--- src/phy_strap_pkg.sv ---
// shared constants for the address-strap / activity-led pin block
package phy_strap_pkg;

  localparam int CLOCK_MHZ = 100;
  localparam int SYNC_DEPTH = 2;

  // pins must have settled and filled their synchronisers before the strap is taken
  localparam int STRAP_SETTLE_NS = 100;
  localparam int STRAP_SETTLE_CYC = (STRAP_SETTLE_NS * CLOCK_MHZ + 999) / 1000;
  localparam int SETTLE_CNT_W = 8;

  localparam int NUM_STRAP_PINS = 2;
  localparam int PIN_ADDR3 = 0;
  localparam int PIN_ADDR4 = 1;

  localparam logic STRAP_RESET_VAL = 1'b0;
  localparam logic LED_OFF = 1'b0;
  localparam logic SPEED_10M_LEVEL = 1'b0;

  typedef enum logic [1:0]
  {
    ST_RESET = 2'b00,
    ST_CAPTURE = 2'b01,
    ST_RUN = 2'b10
  } pin_state_e;

endpackage : phy_strap_pkg

--- src/strap_led_if.sv ---
// carrier between the pin sequencer and one shared strap/led pin
`timescale 1ns/1ps
interface strap_led_if;
  logic pinIn;
  logic pinOut;
  logic pinOe;
  logic activity;
  logic capture;
  logic drive;
  logic strapBit;

  modport pin
  (
    input pinIn,
    input activity,
    input capture,
    input drive,
    output pinOut,
    output pinOe,
    output strapBit
  );

  modport ctl
  (
    output pinIn,
    output activity,
    output capture,
    output drive,
    input pinOut,
    input pinOe,
    input strapBit
  );
endinterface : strap_led_if

--- src/phy_addr_strap_led_pins.sv ---
// address strap bits 3/4 with tx/rx activity leds, speed indicator and reset handling
`timescale 1ns/1ps
module phy_addr_strap_led_pins
  import phy_strap_pkg::*;
#(
  parameter int SETTLE_CYC = STRAP_SETTLE_CYC
)
(
  input wire logic clock,
  input wire logic rst_b,
  input wire logic hwResetN,
  input wire logic addr3TxLedPinIn,
  output logic addr3TxLedPinOut,
  output logic addr3TxLedPinOe,
  input wire logic addr4RxLedPinIn,
  output logic addr4RxLedPinOut,
  output logic addr4RxLedPinOe,
  input wire logic txActivity,
  input wire logic rxActivity,
  input wire logic speed100Sel,
  output logic speedSelectIndicator,
  output logic [NUM_STRAP_PINS-1:0] phyAddrStrap,
  output logic deviceOperational
);

  // settle must cover the pin synchronisers, and fit the counter
  if (SETTLE_CYC < SYNC_DEPTH + 1 || SETTLE_CYC >= (1 << SETTLE_CNT_W))
    $error("SETTLE_CYC out of range");

  // the package default must itself be a legal settle, so a plain instance elaborates
  if (STRAP_SETTLE_CYC < SYNC_DEPTH + 1)
    $error("STRAP_SETTLE_CYC too short");

  // the synchronisers are a fixed pair of flops; a longer chain would also need a longer settle
  if (SYNC_DEPTH != 2)
    $error("SYNC_DEPTH must be 2");

  // exactly two shared pins, each owning one distinct bit of the strap output
  if (NUM_STRAP_PINS != 2)
    $error("NUM_STRAP_PINS must be 2");

  if (PIN_ADDR3 == PIN_ADDR4)
    $error("strap pin indices overlap");

  if (PIN_ADDR3 < 0 || PIN_ADDR3 >= NUM_STRAP_PINS)
    $error("PIN_ADDR3 out of range");

  if (PIN_ADDR4 < 0 || PIN_ADDR4 >= NUM_STRAP_PINS)
    $error("PIN_ADDR4 out of range");

  if ($bits(phyAddrStrap) != NUM_STRAP_PINS)
    $error("strap width mismatch");

  // the counter must at least hold the shortest legal settle
  if (SETTLE_CNT_W < 2)
    $error("SETTLE_CNT_W too small");

  localparam logic [SETTLE_CNT_W-1:0] SETTLE_LAST = SETTLE_CNT_W'(SETTLE_CYC - 1);
  localparam logic [SETTLE_CNT_W-1:0] CNT_ONE = SETTLE_CNT_W'(1);

  logic rstMeta_r;
  logic rstSync_b;
  logic hwMeta_r;
  logic hwSync_r;
  logic [SETTLE_CNT_W-1:0] settleCnt_r;
  pin_state_e state_r;
  pin_state_e state_nxt;
  logic speed_r;
  logic oper_r;
  logic [NUM_STRAP_PINS-1:0] strapBits;
  logic [NUM_STRAP_PINS-1:0] pinIns;
  logic [NUM_STRAP_PINS-1:0] acts;
  logic [NUM_STRAP_PINS-1:0] outs;
  logic [NUM_STRAP_PINS-1:0] oes;
  logic captureNow_r;
  logic driveNow_r;

  always_ff @(posedge clock or negedge rst_b)
  begin
    if (!rst_b)
    begin
      rstMeta_r <= 1'b0;
      rstSync_b <= 1'b0;
    end
    else
    begin
      rstMeta_r <= 1'b1;
      rstSync_b <= rstMeta_r;
    end
  end

  // reset pin is asynchronous to the core clock; reset value means "in reset"
  always_ff @(posedge clock or negedge rstSync_b)
  begin
    if (!rstSync_b)
    begin
      hwMeta_r <= 1'b0;
      hwSync_r <= 1'b0;
    end
    else
    begin
      hwMeta_r <= hwResetN;
      hwSync_r <= hwMeta_r;
    end
  end

  // dwell in reset so a very short reset pulse still yields a settled strap
  always_ff @(posedge clock or negedge rstSync_b)
  begin
    if (!rstSync_b)
      settleCnt_r <= '0;
    else if (state_r != ST_RESET)
      settleCnt_r <= '0;
    else if (settleCnt_r != SETTLE_LAST)
      settleCnt_r <= settleCnt_r + CNT_ONE;
  end

  // a hardware reset that lands during capture sends the pins back to strap mode
  always_comb
  begin
    state_nxt = state_r;
    case (state_r)
      ST_RESET:
        if (hwSync_r && settleCnt_r == SETTLE_LAST)
          state_nxt = ST_CAPTURE;
      ST_CAPTURE:
        state_nxt = hwSync_r ? ST_RUN : ST_RESET;
      ST_RUN:
        if (!hwSync_r)
          state_nxt = ST_RESET;
      default:
        state_nxt = ST_RESET;
    endcase
  end

  always_ff @(posedge clock or negedge rstSync_b)
  begin
    if (!rstSync_b)
      state_r <= ST_RESET;
    else
      state_r <= state_nxt;
  end

  always_ff @(posedge clock or negedge rstSync_b)
  begin
    if (!rstSync_b)
      oper_r <= 1'b0;
    else
      oper_r <= (state_nxt == ST_RUN);
  end

  // pin slices get their strobes from flops aligned with state_r, not from a decode of it
  always_ff @(posedge clock or negedge rstSync_b)
  begin
    if (!rstSync_b)
      captureNow_r <= 1'b0;
    else
      captureNow_r <= (state_nxt == ST_CAPTURE);
  end

  always_ff @(posedge clock or negedge rstSync_b)
  begin
    if (!rstSync_b)
      driveNow_r <= 1'b0;
    else
      driveNow_r <= (state_nxt == ST_RUN);
  end

  // indicator follows the selected speed only once running
  always_ff @(posedge clock or negedge rstSync_b)
  begin
    if (!rstSync_b)
      speed_r <= SPEED_10M_LEVEL;
    else if (state_r == ST_RUN)
      speed_r <= speed100Sel;
    else
      speed_r <= SPEED_10M_LEVEL;
  end

  assign pinIns[PIN_ADDR3] = addr3TxLedPinIn;
  assign pinIns[PIN_ADDR4] = addr4RxLedPinIn;
  assign acts[PIN_ADDR3] = txActivity;
  assign acts[PIN_ADDR4] = rxActivity;

  // one slice per shared pin; both slices share the sequencer's strobes
  strap_led_if pinBus[NUM_STRAP_PINS] ();

  for (genvar i = 0; i < NUM_STRAP_PINS; i++)
  begin : gPin
    assign pinBus[i].pinIn = pinIns[i];
    assign pinBus[i].activity = acts[i];
    assign pinBus[i].capture = captureNow_r;
    assign pinBus[i].drive = driveNow_r;
    assign strapBits[i] = pinBus[i].strapBit;
    assign outs[i] = pinBus[i].pinOut;
    assign oes[i] = pinBus[i].pinOe;

    strap_led_pin uPin
    (
      .clock(clock),
      .rstSync_b(rstSync_b),
      .port(pinBus[i])
    );
  end

  // the pad ring owns the tri-state buffer; this block only supplies value and enable
  assign addr3TxLedPinOut = outs[PIN_ADDR3];
  assign addr3TxLedPinOe = oes[PIN_ADDR3];
  assign addr4RxLedPinOut = outs[PIN_ADDR4];
  assign addr4RxLedPinOe = oes[PIN_ADDR4];
  assign phyAddrStrap = strapBits;
  assign speedSelectIndicator = speed_r;
  assign deviceOperational = oper_r;

endmodule : phy_addr_strap_led_pins

--- src/strap_led_pin.sv ---
// one shared pin: strap input during reset, activity led output afterwards
`timescale 1ns/1ps
module strap_led_pin
  import phy_strap_pkg::*;
(
  input wire logic clock,
  input wire logic rstSync_b,
  strap_led_if.pin port
);

  logic syncA_r;
  logic syncB_r;
  logic strap_r;
  logic oe_r;
  logic out_r;

  // pin level comes from the board, so it is synchronised before use
  always_ff @(posedge clock or negedge rstSync_b)
  begin
    if (!rstSync_b)
    begin
      syncA_r <= 1'b0;
      syncB_r <= 1'b0;
    end
    else
    begin
      syncA_r <= port.pinIn;
      syncB_r <= syncA_r;
    end
  end

  // strap held until the next reset; later led activity cannot disturb it
  always_ff @(posedge clock or negedge rstSync_b)
  begin
    if (!rstSync_b)
      strap_r <= STRAP_RESET_VAL;
    else if (port.capture)
      strap_r <= syncB_r;
  end

  always_ff @(posedge clock or negedge rstSync_b)
  begin
    if (!rstSync_b)
    begin
      oe_r <= 1'b0;
      out_r <= LED_OFF;
    end
    else
    begin
      oe_r <= port.drive;
      out_r <= port.drive ? port.activity : LED_OFF;
    end
  end

  assign port.strapBit = strap_r;
  assign port.pinOe = oe_r;
  assign port.pinOut = out_r;

endmodule : strap_led_pin

--- config.mk ---
export PLATFORM = sky130hd
export DESIGN_NAME = phy_addr_strap_led_pins
export DESIGN_NICKNAME = d
export VERILOG_FILES = /design/src/phy_strap_pkg.sv /design/src/strap_led_if.sv /design/src/phy_addr_strap_led_pins.sv /design/src/strap_led_pin.sv
export SDC_FILE = /design/constraint.sdc
export NUM_CORES = 1
export LEC_CHECK = 0
export ABC_AREA = 1
export BUFFER_PORTS_ARGS = -buffer_cell sky130_fd_sc_hd__buf_2
export CORE_MARGIN = 4
export CORE_UTILIZATION = 53
export DETAILED_ROUTE_END_ITERATION = 8
export PLACE_DENSITY = 0.75
export SYNTH_ARGS = -nofsm -noshare
export SYNTH_HDL_FRONTEND = slang
export SYNTH_SLANG_ARGS = --single-unit
--- constraint.sdc ---
create_clock -name clock -period 1 [get_ports clock]
set_input_delay 0.2 -clock clock [delete_from_list [all_inputs] [get_ports clock]]
set_output_delay 0.2 -clock clock [all_outputs]
set_load 0.03 [all_outputs]
==> impl_metrics.tcl, run 1 <==
set metrics [dict create \
    clkSlewWorstSetupHoldPaths_ns 0.13 \
    min_from "rxActivity" \
    finClkSkew_ns 0.00642 \
    synth_top_family_by_area "simple AND/OR/NAND/NOR gates" \
    max-vdd-ir-drop_v 0.00153 \
    grt_pass1_vias 766 \
    grt_util_all_layers_pct 16.5 \
    place_hpwl_mm 1.18 \
    core-area_sq_um 1780 \
    p_leak_nw 0.754 \
    setup_ws_ns -0.162 \
    period_share_pct 116 \
    setup_viol 17 \
    antenna_found_initial 0 \
    post-route-util_pct 79.9 \
    io_buffers 15 \
    worstPathRequired_ns 1.27 \
    crit_path_frequent_cell "nand3_1" \
    post-place-ws_ns -0.134 \
    cp_cell_sequence "inv_1 > ha_2 > nand3_1 > nor2_2 > nand3_1 > nand2_1" \
    worstHoldPathCells 3 \
    hold_violations 0 \
    areaGrowthSynthToFinish_pct 38.9 \
    synth-xor-area-share_pct 0.854 \
    violations "negative setup slack" \
    synth_compound_area_share_pct 3.90 \
    placement_rows 15 \
    r2r-start "settleCnt_r[1]" \
    postRouteAntennaNets 0 \
    synth-seq-area-share_pct 63.4 \
    synth_area_per_cell_sq_um 9.87 \
    cp_data_arrival_time_ns 1.43 \
    cp-start-kind "flop" \
    cp_slowest_stage_delay_ns 0.43 \
    yosys.area_share.simple_pct 18.8 \
    yosys.area_share.adder_pct 2.44 \
    synth_area_leaders "dfrtp_1, nand2_1, inv_1" \
    antenna_cells 0 \
    ys_warn_count 0 \
    max_freq_mhz 861 \
    cp-end-kind "flop" \
    dieArea_sq_um 2700 \
    cts_root_buf "clkbuf_4" \
    place_congestion 0.802 \
    cts_tree "yes" \
    crit_buf_inv 1 \
    clk-insertion-delay-late_ns 0.32 \
    cts_buffers 3 \
    yosysTopAreaCell "dfrtp_1" \
    grt_max_degree 25 \
    slew_viol_final 0 \
    drt-total-wl_mm 1.95 \
    wl_per_cell_um 12.1 \
    placed_cell_area_sq_um 1170 \
    finalSetupTns_ns -1.37 \
    drive_gt1_share_pct 40.1 \
    viasPerCell 4.86 \
    min_period_ns 1.16 \
    start_util_pct 57.5 \
    reg2reg_slack_ns -0.16 \
    holdPathEnd "gPin[1].uPin.port.pinOut" \
    die_height_um 52.0 \
    final_nets 148 \
    r2r_cells 6 \
    ys_ff_latch 26 \
    clk_path_buf_depth 2 \
    syn_nets 114 \
    cts_sinks 26 \
    firstDrtPassIters 4 \
    drc 0 \
    vias 788 \
    powerDensity_nw_per_um2 2480 \
    stdcell_area_sq_um 1430 \
    synth.cell_area_sq_um 1030 \
    syn_inst 104 \
    timing.rr.end "settleCnt_r[0]" \
    grt-ovfl-total 0 \
    drtIter0Drc 9 \
    grt_pass1_wl_mm 3.22 \
    htree_levels 1 \
    critical_path_class "reg -> reg" \
    drv_cap 0 \
    critPathMaxFanout 3 \
    status "finished with violations" \
    synth_mux_area_share_pct 2.20 \
    cp_top_family "simple AND/OR/NAND/NOR gates" \
    crit_slowest_cell "dfrtp_1" \
    hold_class "in -> reg" \
    pin_count 16 \
    rsz0062_at_grt "true" \
    die_w_um 52.0 \
    fin_total_pwr_mw 3.54 \
    synth_top_area_share_pct 63.4 \
    ys_types 15 \
]
-- worst register-to-register path, stage by stage, from the launching register on --
cell	delay, ns
dfrtp_1	0.43
inv_1	0.07
ha_2	0.17
nand3_1	0.10
nor2_2	0.18
nand3_1	0.09
nand2_1	0.08
-- per-stage QoR --
| step | cells | hold WS, ns |
|---|---|---|
| 3_3_place_gp | 148 | -0.0152 |
| 4_1_cts | 157 | 0.0555 |
| 6_report | 162 | 0.0666 |
| 3_5_place_dp | 148 | -0.0141 |
| 2_1_floorplan | 104 | -0.0956 |
| 5_1_grt | 162 | 0.0498 |
-- layout by cell type (no fill, tap or decap) --
cell type	netlist	routed
dfrtp_2	0	2
ha_2	0	1
nand3_2	0	4
a21oi_2	0	1
dlygate4sd3_1	0	4
o21ai_1	1	2
inv_2	0	1
buf_4	4	12
nor2_2	3	4
nor3_1	1	1
inv_1	14	13
xnor2_1	1	1
conb_1	1	1
buf_6	0	10
nand2_4	0	2
mux2_2	2	2
nand2_2	0	1
a21oi_1	6	5
clkbuf_8	0	1
buf_2	0	7
nor2_1	13	9
clkbuf_4	0	3
nand3_1	9	5
ha_4	0	1
nor2_4	0	3
dfrtp_1	26	24
nand2_1	20	17
-- synth_stat cells, drive strengths merged --
master	count
a21oi	6
buf	4
conb	1
dfrtp	26
ha	2
inv	14
mux2	2
nand2	20
nand3	9
nor2	16
nor3	1
o21ai	2
xnor2	1
-- timing repair --
action	CTS	global route
pin swaps	4	6
buffers inserted	1	5
hold buffers	4	0
setup endpoints to repair	17	20
endpoints found under the hold margin	5	0
resized for setup	24	16
-- cell families after synthesis --
kind of cell / Yosys count
mux: 2
flops: 26
compound gates: 8
fa+ha+maj: 2
other cells: 1
simple gates: 46
xor+xnor: 1
buf+inv: 18
-- area by class of cell --
| cell class | instances | area, sq um |
|---|---|---|
| Clock buffer | 4 | 36.3 |
| Fill cell | 105 | 358 |
| Inverter | 14 | 52.6 |
| Multi-Input combinational cell | 60 | 374 |
| Sequential cell | 26 | 653 |
| Tap cell | 25 | 31.3 |
| Timing Repair Buffer | 33 | 278 |
-- report_power, final --
group | internal (mW) | switching, mW | total, mW
combinational | 0.721 | 0.808 | 1.53
clock | 0.223 | 0.291 | 0.514
sequential | 1.28 | 0.218 | 1.49
total | 2.22 | 1.32 | 3.54
-- worst max path at each step --
stage | startpoint | end | slack, ns | cells past startpoint
floorplan | settleCnt_r[1] | settleCnt_r[0] | -0.03 | 7
global placement | settleCnt_r[1] | settleCnt_r[0] | -0.07 | 7
detailed placement | settleCnt_r[1] | settleCnt_r[0] | -0.13 | 6
CTS | settleCnt_r[1] | settleCnt_r[0] | -0.12 | 7
global route | settleCnt_r[1] | settleCnt_r[0] | -0.23 | 6
finish | settleCnt_r[1] | settleCnt_r[0] | -0.16 | 6
-- state kept, by name, indices dropped and copies added, names as in the netlist --
register / count
captureNow_r: 1
driveNow_r: 1
gPin.uPin.port.pinOe: 1
gPin.uPin.port.pinOut: 2
gPin.uPin.port.strapBit: 2
gPin.uPin.syncA_r: 2
gPin.uPin.syncB_r: 2
hwMeta_r: 1
hwSync_r: 1
rstMeta_r: 1
rstSync_b: 1
settleCnt_r: 8
speedSelectIndicator: 1
state_r: 2
-- layer usage --
metal / wire, um / global-route usage [%]
met5: 0 / 0
met4: 47 / 6.55
met2: 992 / 28.2
met1: 800 / 19.1
met3: 113 / 5.16
Note: power is estimated with default switching activity, not from simulation.
==> run 2: changes to the inputs <==
--- a/config.mk
+++ b/config.mk
@@ -7,10 +7,12 @@
 export LEC_CHECK = 0
 export ABC_AREA = 1
 export BUFFER_PORTS_ARGS = -buffer_cell sky130_fd_sc_hd__buf_2
+export CELL_PAD_IN_SITES_DETAIL_PLACEMENT = 1
+export CELL_PAD_IN_SITES_GLOBAL_PLACEMENT = 2
 export CORE_MARGIN = 4
-export CORE_UTILIZATION = 53
+export CORE_UTILIZATION = 33
 export DETAILED_ROUTE_END_ITERATION = 8
-export PLACE_DENSITY = 0.75
+export PLACE_DENSITY_LB_ADDON = 0.1
 export SYNTH_ARGS = -nofsm -noshare
 export SYNTH_HDL_FRONTEND = slang
 export SYNTH_SLANG_ARGS = --single-unit
==> run 2 against run 1 <==
  * The flow still finishes with violations (negative setup slack)
  * Sequential share of layout area shrank 3.3 points
  * Clock-buffer cell count fell by 1
  * Non-clock buffer count increased by 5
  * Critical path type unchanged
  * Die area rose by 50%
  * Register-to-register slack better by 0.03 ns
  * Wire length up 24%
==> impl_metrics.tcl, run 2 (synthesized netlist as in run 1, its figures left out) <==
set metrics [dict create \
    cp_data_arrival_time_ns 1.39 \
    multi_input_area_sq_um 429 \
    setup_viol 18 \
    postRouteAntennaNets 0 \
    grt_max_degree 25 \
    finClkSkew_ns 0.00202 \
    combPwrFrac_pct 45.3 \
    path_depth 6 \
    layout_common_cells "dfrtp_1, buf_4, nand2_1" \
    register_area_sq_um 654 \
    max-vdd-ir-drop_v 0.00126 \
    p_leak_nw 0.792 \
    critical_path_class "reg -> reg" \
    status "finished with violations" \
    rsz0062_at_grt "true" \
    die_w_um 63.8 \
    drtIter0Drc 12 \
    seqPwrFrac_pct 37.2 \
    drive_gt1_share_pct 50.0 \
    viasPerCell 4.65 \
    cp_slowest_stage_delay_ns 0.47 \
    placement_rows 19 \
    hold_ws_ns 0.0697 \
    cts_buffers 3 \
    drt-total-wl_mm 2.43 \
    wl_per_cell_um 14.1 \
    max_freq_mhz 887 \
    switchingPower_mw 1.51 \
    areaGrowthSynthToFinish_pct 50.0 \
    crit_path_frequent_cell "nand3_2" \
    clk_path_buf_depth 2 \
    crit_slowest_cell "dfrtp_2" \
    powerDensity_nw_per_um2 2660 \
    fill_cells 322 \
    firstDrtPassIters 3 \
    cp_cell_sequence "inv_2 > ha_4 > nand3_2 > nor2_4 > nand3_2 > nand2_1" \
    grt-ovfl-total 0 \
    grt_pass1_wl_mm 4.15 \
    cts_root_buf "clkbuf_4" \
    critPathMaxFanout 3 \
    pin_count 16 \
    final_nets 153 \
    p_clk_share_pct 17.5 \
    cp_top_family "flip-flops" \
    grt_util_all_layers_pct 13.1 \
    clkSlewWorstSetupHoldPaths_ns 0.14 \
    largest_reg_flops 8 \
    dp.cells 157 \
    place_hpwl_mm 1.58 \
    cp-start-kind "flop" \
    min_period_ns 1.13 \
    cp-end-kind "flop" \
    place_congestion 0.764 \
    htree_levels 1 \
    r2r_cells 6 \
    post-route-util_pct 53.9 \
    worstPathRequired_ns 1.26 \
    fin_total_pwr_mw 4.10 \
    drc 0 \
    worstHoldPathCells 3 \
    violations "negative setup slack" \
    period_share_pct 113 \
    antenna_found_initial 0 \
    setup_ws_ns -0.128 \
    clk-insertion-delay-late_ns 0.31 \
    crit_buf_inv 1 \
    slew_viol_final 0 \
    swShare_pct 36.7 \
    post-place-ws_ns -0.152 \
    vias 804 \
    drv_cap 0 \
    top_register "settleCnt_r" \
    grt_pass1_vias 857 \
    cts_sinks 26 \
    hold_class "in -> reg" \
    io_buffers 15 \
    final_common_cell "dfrtp_1" \
    antenna_cells 0 \
    final_cells 173 \
    core-area_sq_um 2850 \
    hold_violations 0 \
    p_int_mw 2.59 \
    die_height_um 63.8 \
    dieArea_sq_um 4070 \
    start_util_pct 36.0 \
    cts_tree "yes" \
]
## run 2: area by class of cell
class	instances	area share, %
repair buffers	38	20.2
well taps	31	2.52
clock buffers	3	1.46
clock inverters	1	1.95
flip-flops and latches	26	42.5
inverters	14	3.41
multi-input cells	60	27.9
## run 2: worst paths after layout
| check | endpoint | start | slack [ns] |
|---|---|---|---|
| worst max-delay path | settleCnt_r[0] | settleCnt_r[1] | -0.13 |
| worst min-delay path | gPin[0].uPin.port.pinOut | txActivity | 0.07 |
| worst max register to register | settleCnt_r[0] | settleCnt_r[1] | -0.13 |
| worst min register to register | hwSync_r | rstSync_b | 0.23 |
| max in group asynchronous | settleCnt_r[0] | rstSync_b | 0.53 |
| min in group asynchronous | rstMeta_r | rst_b | 0.19 |
## run 2: worst reg2reg max path, delay by kind of cell (launching register included)
family,cells,cell delay [ns]
flops,1,0.47
simple gates,4,0.40
fa+ha+maj,1,0.13
buf+inv,1,0.08
## run 2: power by group through the flow
stage / sequential, mW / combinational [mW] / clock, mW
global placement: 1.45 / 1.15 / 0
floorplan: 1.49 / 0.740 / 0
global route: 1.56 / 2.04 / 0.792
finish: 1.53 / 1.86 / 0.717
CTS: 1.46 / 1.57 / 0.741
detailed placement: 1.47 / 1.18 / 0
## run 2: layer usage
layer / wire, um / GRT usage, % / share of wire [%] / vias to the layer above
li1: - / - / - / 392
met1: 1020 / 16.5 / 42 / 401
met2: 1350 / 23.1 / 55 / 9
met3: 51 / 2.63 / 2.1 / 2
met4: 14 / 3.23 / 0.58 / 0
met5: 0 / 0 / 0 / -
## run 2: repair_timing
item,4_1_cts,5_1_grt
cloned,0,0
endpoints found under the setup margin,18,20
hold buffers,4,0
pin swaps,6,8
buffers inserted,4,5
resized for setup,33,21
hold endpoints to repair,5,0
## run 2: stage by stage
step | instance area (sq um) | TNS, ns
3_5_place_dp | 1200 | -0.850
5_1_grt | 1540 | -2.48
3_3_place_gp | 1200 | -0.422
4_1_cts | 1430 | -1.55
2_1_floorplan | 1030 | -0.0819
6_report | 1540 | -1.33
==> run 3: changes to the inputs <==
--- a/config.mk
+++ b/config.mk
@@ -12,6 +12,7 @@
 export CORE_MARGIN = 4
 export CORE_UTILIZATION = 33
 export DETAILED_ROUTE_END_ITERATION = 8
+export MAX_ROUTING_LAYER = met4
 export PLACE_DENSITY_LB_ADDON = 0.1
 export SYNTH_ARGS = -nofsm -noshare
 export SYNTH_HDL_FRONTEND = slang
==> run 3 against run 2 <==
  * The run still ends with negative setup slack left
  * Clock-buffer cell count stayed put
  * Setup slack better by 0.00079 ns
  * Final cell count stayed put
  * Via count is 0.50% higher
  * Wire length is 0.58% higher
  * Global-route usage is 0.44 points higher
  * Critical path type unchanged
==> impl_metrics.tcl, run 3 (synthesized netlist as in run 1, its figures left out) <==
set metrics [dict create \
    cts_tree "yes" \
    antenna_found_initial 0 \
    slew_viol_final 0 \
    post-place-ws_ns -0.152 \
    dieArea_sq_um 4070 \
    critical_path_class "reg -> reg" \
    vias 808 \
    cp-end-kind "flop" \
    die_w_um 63.8 \
    antenna_cells 0 \
    max_freq_mhz 887 \
    combPwrFrac_pct 45.5 \
    powerDensity_nw_per_um2 2670 \
    setup_ws_ns -0.127 \
    hold_class "in -> reg" \
    grt_pass1_vias 855 \
    grt_util_all_layers_pct 13.5 \
    grt_pass1_wl_mm 4.16 \
    cp_cell_sequence "inv_2 > ha_4 > nand3_2 > nor2_4 > nand3_2 > nand2_1" \
    startpoint "settleCnt_r[1]" \
    viasPerCell 4.67 \
    cp-start-kind "flop" \
    min_period_ns 1.13 \
    final_nets 153 \
    fin_total_pwr_mw 4.10 \
    clk_path_buf_depth 2 \
    wl_per_cell_um 14.1 \
    final_common_cell "dfrtp_1" \
    p_int_mw 2.59 \
    hold_violations 0 \
    core-area_sq_um 2850 \
    start_util_pct 36.0 \
    cts_root_buf "clkbuf_4" \
    top_register "settleCnt_r" \
    p_leak_nw 0.791 \
    htree_levels 1 \
    swShare_pct 36.7 \
    min_from "txActivity" \
    finalSetupTns_ns -1.34 \
    clk-insertion-delay-late_ns 0.32 \
    hold_ws_ns 0.0664 \
    cp_data_arrival_time_ns 1.39 \
    r2r-start "settleCnt_r[1]" \
    violations "negative setup slack" \
    worstPathRequired_ns 1.27 \
    drive_gt1_share_pct 49.3 \
    place_hpwl_mm 1.58 \
    status "finished with violations" \
    io_buffers 15 \
    setup_viol 18 \
    cp_slowest_stage_delay_ns 0.47 \
    layout_common_cells "dfrtp_1, buf_4, nand2_1" \
    place_congestion 0.774 \
    clkSlewWorstSetupHoldPaths_ns 0.14 \
    p_clk_share_pct 17.6 \
    cts_sinks 26 \
    cts_buffers 3 \
    drtIter0Drc 9 \
    switchingPower_mw 1.50 \
    crit_slowest_cell "dfrtp_2" \
    postRouteAntennaNets 0 \
    critPathMaxFanout 3 \
    grt-ovfl-total 0 \
    finClkSkew_ns 0.00253 \
    seqPwrFrac_pct 37.0 \
    drc 0 \
    die_height_um 63.8 \
    grt_max_degree 25 \
    drt-total-wl_mm 2.45 \
    firstDrtPassIters 3 \
    rsz0062_at_grt "true" \
    max-vdd-ir-drop_v 0.00123 \
    largest_reg_flops 8 \
    pin_count 16 \
    placement_rows 19 \
    drv_cap 0 \
    crit_path_frequent_cell "nand3_2" \
    areaGrowthSynthToFinish_pct 49.8 \
    period_share_pct 113 \
]
run 3: cell count changes in the layout (fill, tap and decap cells not counted):
cell	previous run	this run
nand2_2	3	2
nand2_1	15	16
run 3: path summary, 6_finish.rpt:
check / endpoint / slack, ns / cells past startpoint
min: gPin[0].uPin.port.pinOut / 0.07 / 3
max: settleCnt_r[0] / -0.13 / 6
min in group asynchronous: rstMeta_r / 0.18 / 2
min reg2reg: hwSync_r / 0.23 / 1
max reg2reg: settleCnt_r[0] / -0.13 / 6
max in group asynchronous: settleCnt_r[0] / 0.52 / 1
run 3: per-layer routing:
metal | vias up | global-route usage (%) | part of all wire (%)
li1 | 393 | - | -
met3 | 4 | 2.63 | 2.2
met5 | - | - | 0
met4 | 0 | 3.23 | 1.0
met1 | 400 | 16.6 | 42
met2 | 11 | 23.1 | 55
run 3: critical path, delay by kind of cell (launching register included):
| kind | cells | cell delay, ns |
|---|---|---|
| buffers and inverters | 1 | 0.08 |
| DFF | 1 | 0.47 |
| and+or+nand+nor | 4 | 0.40 |
| adders and majority gates | 1 | 0.13 |
run 3: cell type report:
| class | count | area [sq um] |
|---|---|---|
| Multi-Input combinational cell | 60 | 427 |
| Sequential cell | 26 | 654 |
| Inverter | 14 | 52.6 |
| Clock inverter | 1 | 30.0 |
| Fill cell | 321 | 1320 |
| Tap cell | 31 | 38.8 |
| Timing Repair Buffer | 38 | 312 |
| Clock buffer | 3 | 22.5 |
run 3: power groups by stage:
stage	Clock, mW	Sequential, mW	Combinational, mW
floorplan	0	1.49	0.740
global placement	0	1.45	1.15
detailed placement	0	1.47	1.18
CTS	0.741	1.46	1.57
global route	0.792	1.55	2.05
finish	0.720	1.51	1.86
run 3: metrics by stage:
stage	utilization, %	area (sq um)	instances
floorplan	-	1030	104
global placement	42.0	1200	157
detailed placement	42.0	1200	157
CTS	50.2	1430	169
global route	53.9	1540	173
finish	53.9	1540	173
run 3: repair_timing:
item / in CTS / in global routing
endpoints found under the setup margin: 18 / 20
endpoints found under the hold margin: 5 / 0
hold buffers: 4 / 0
buffers inserted: 4 / 5
resized for setup: 33 / 20
pin swaps: 6 / 8
cloned: 0 / 0
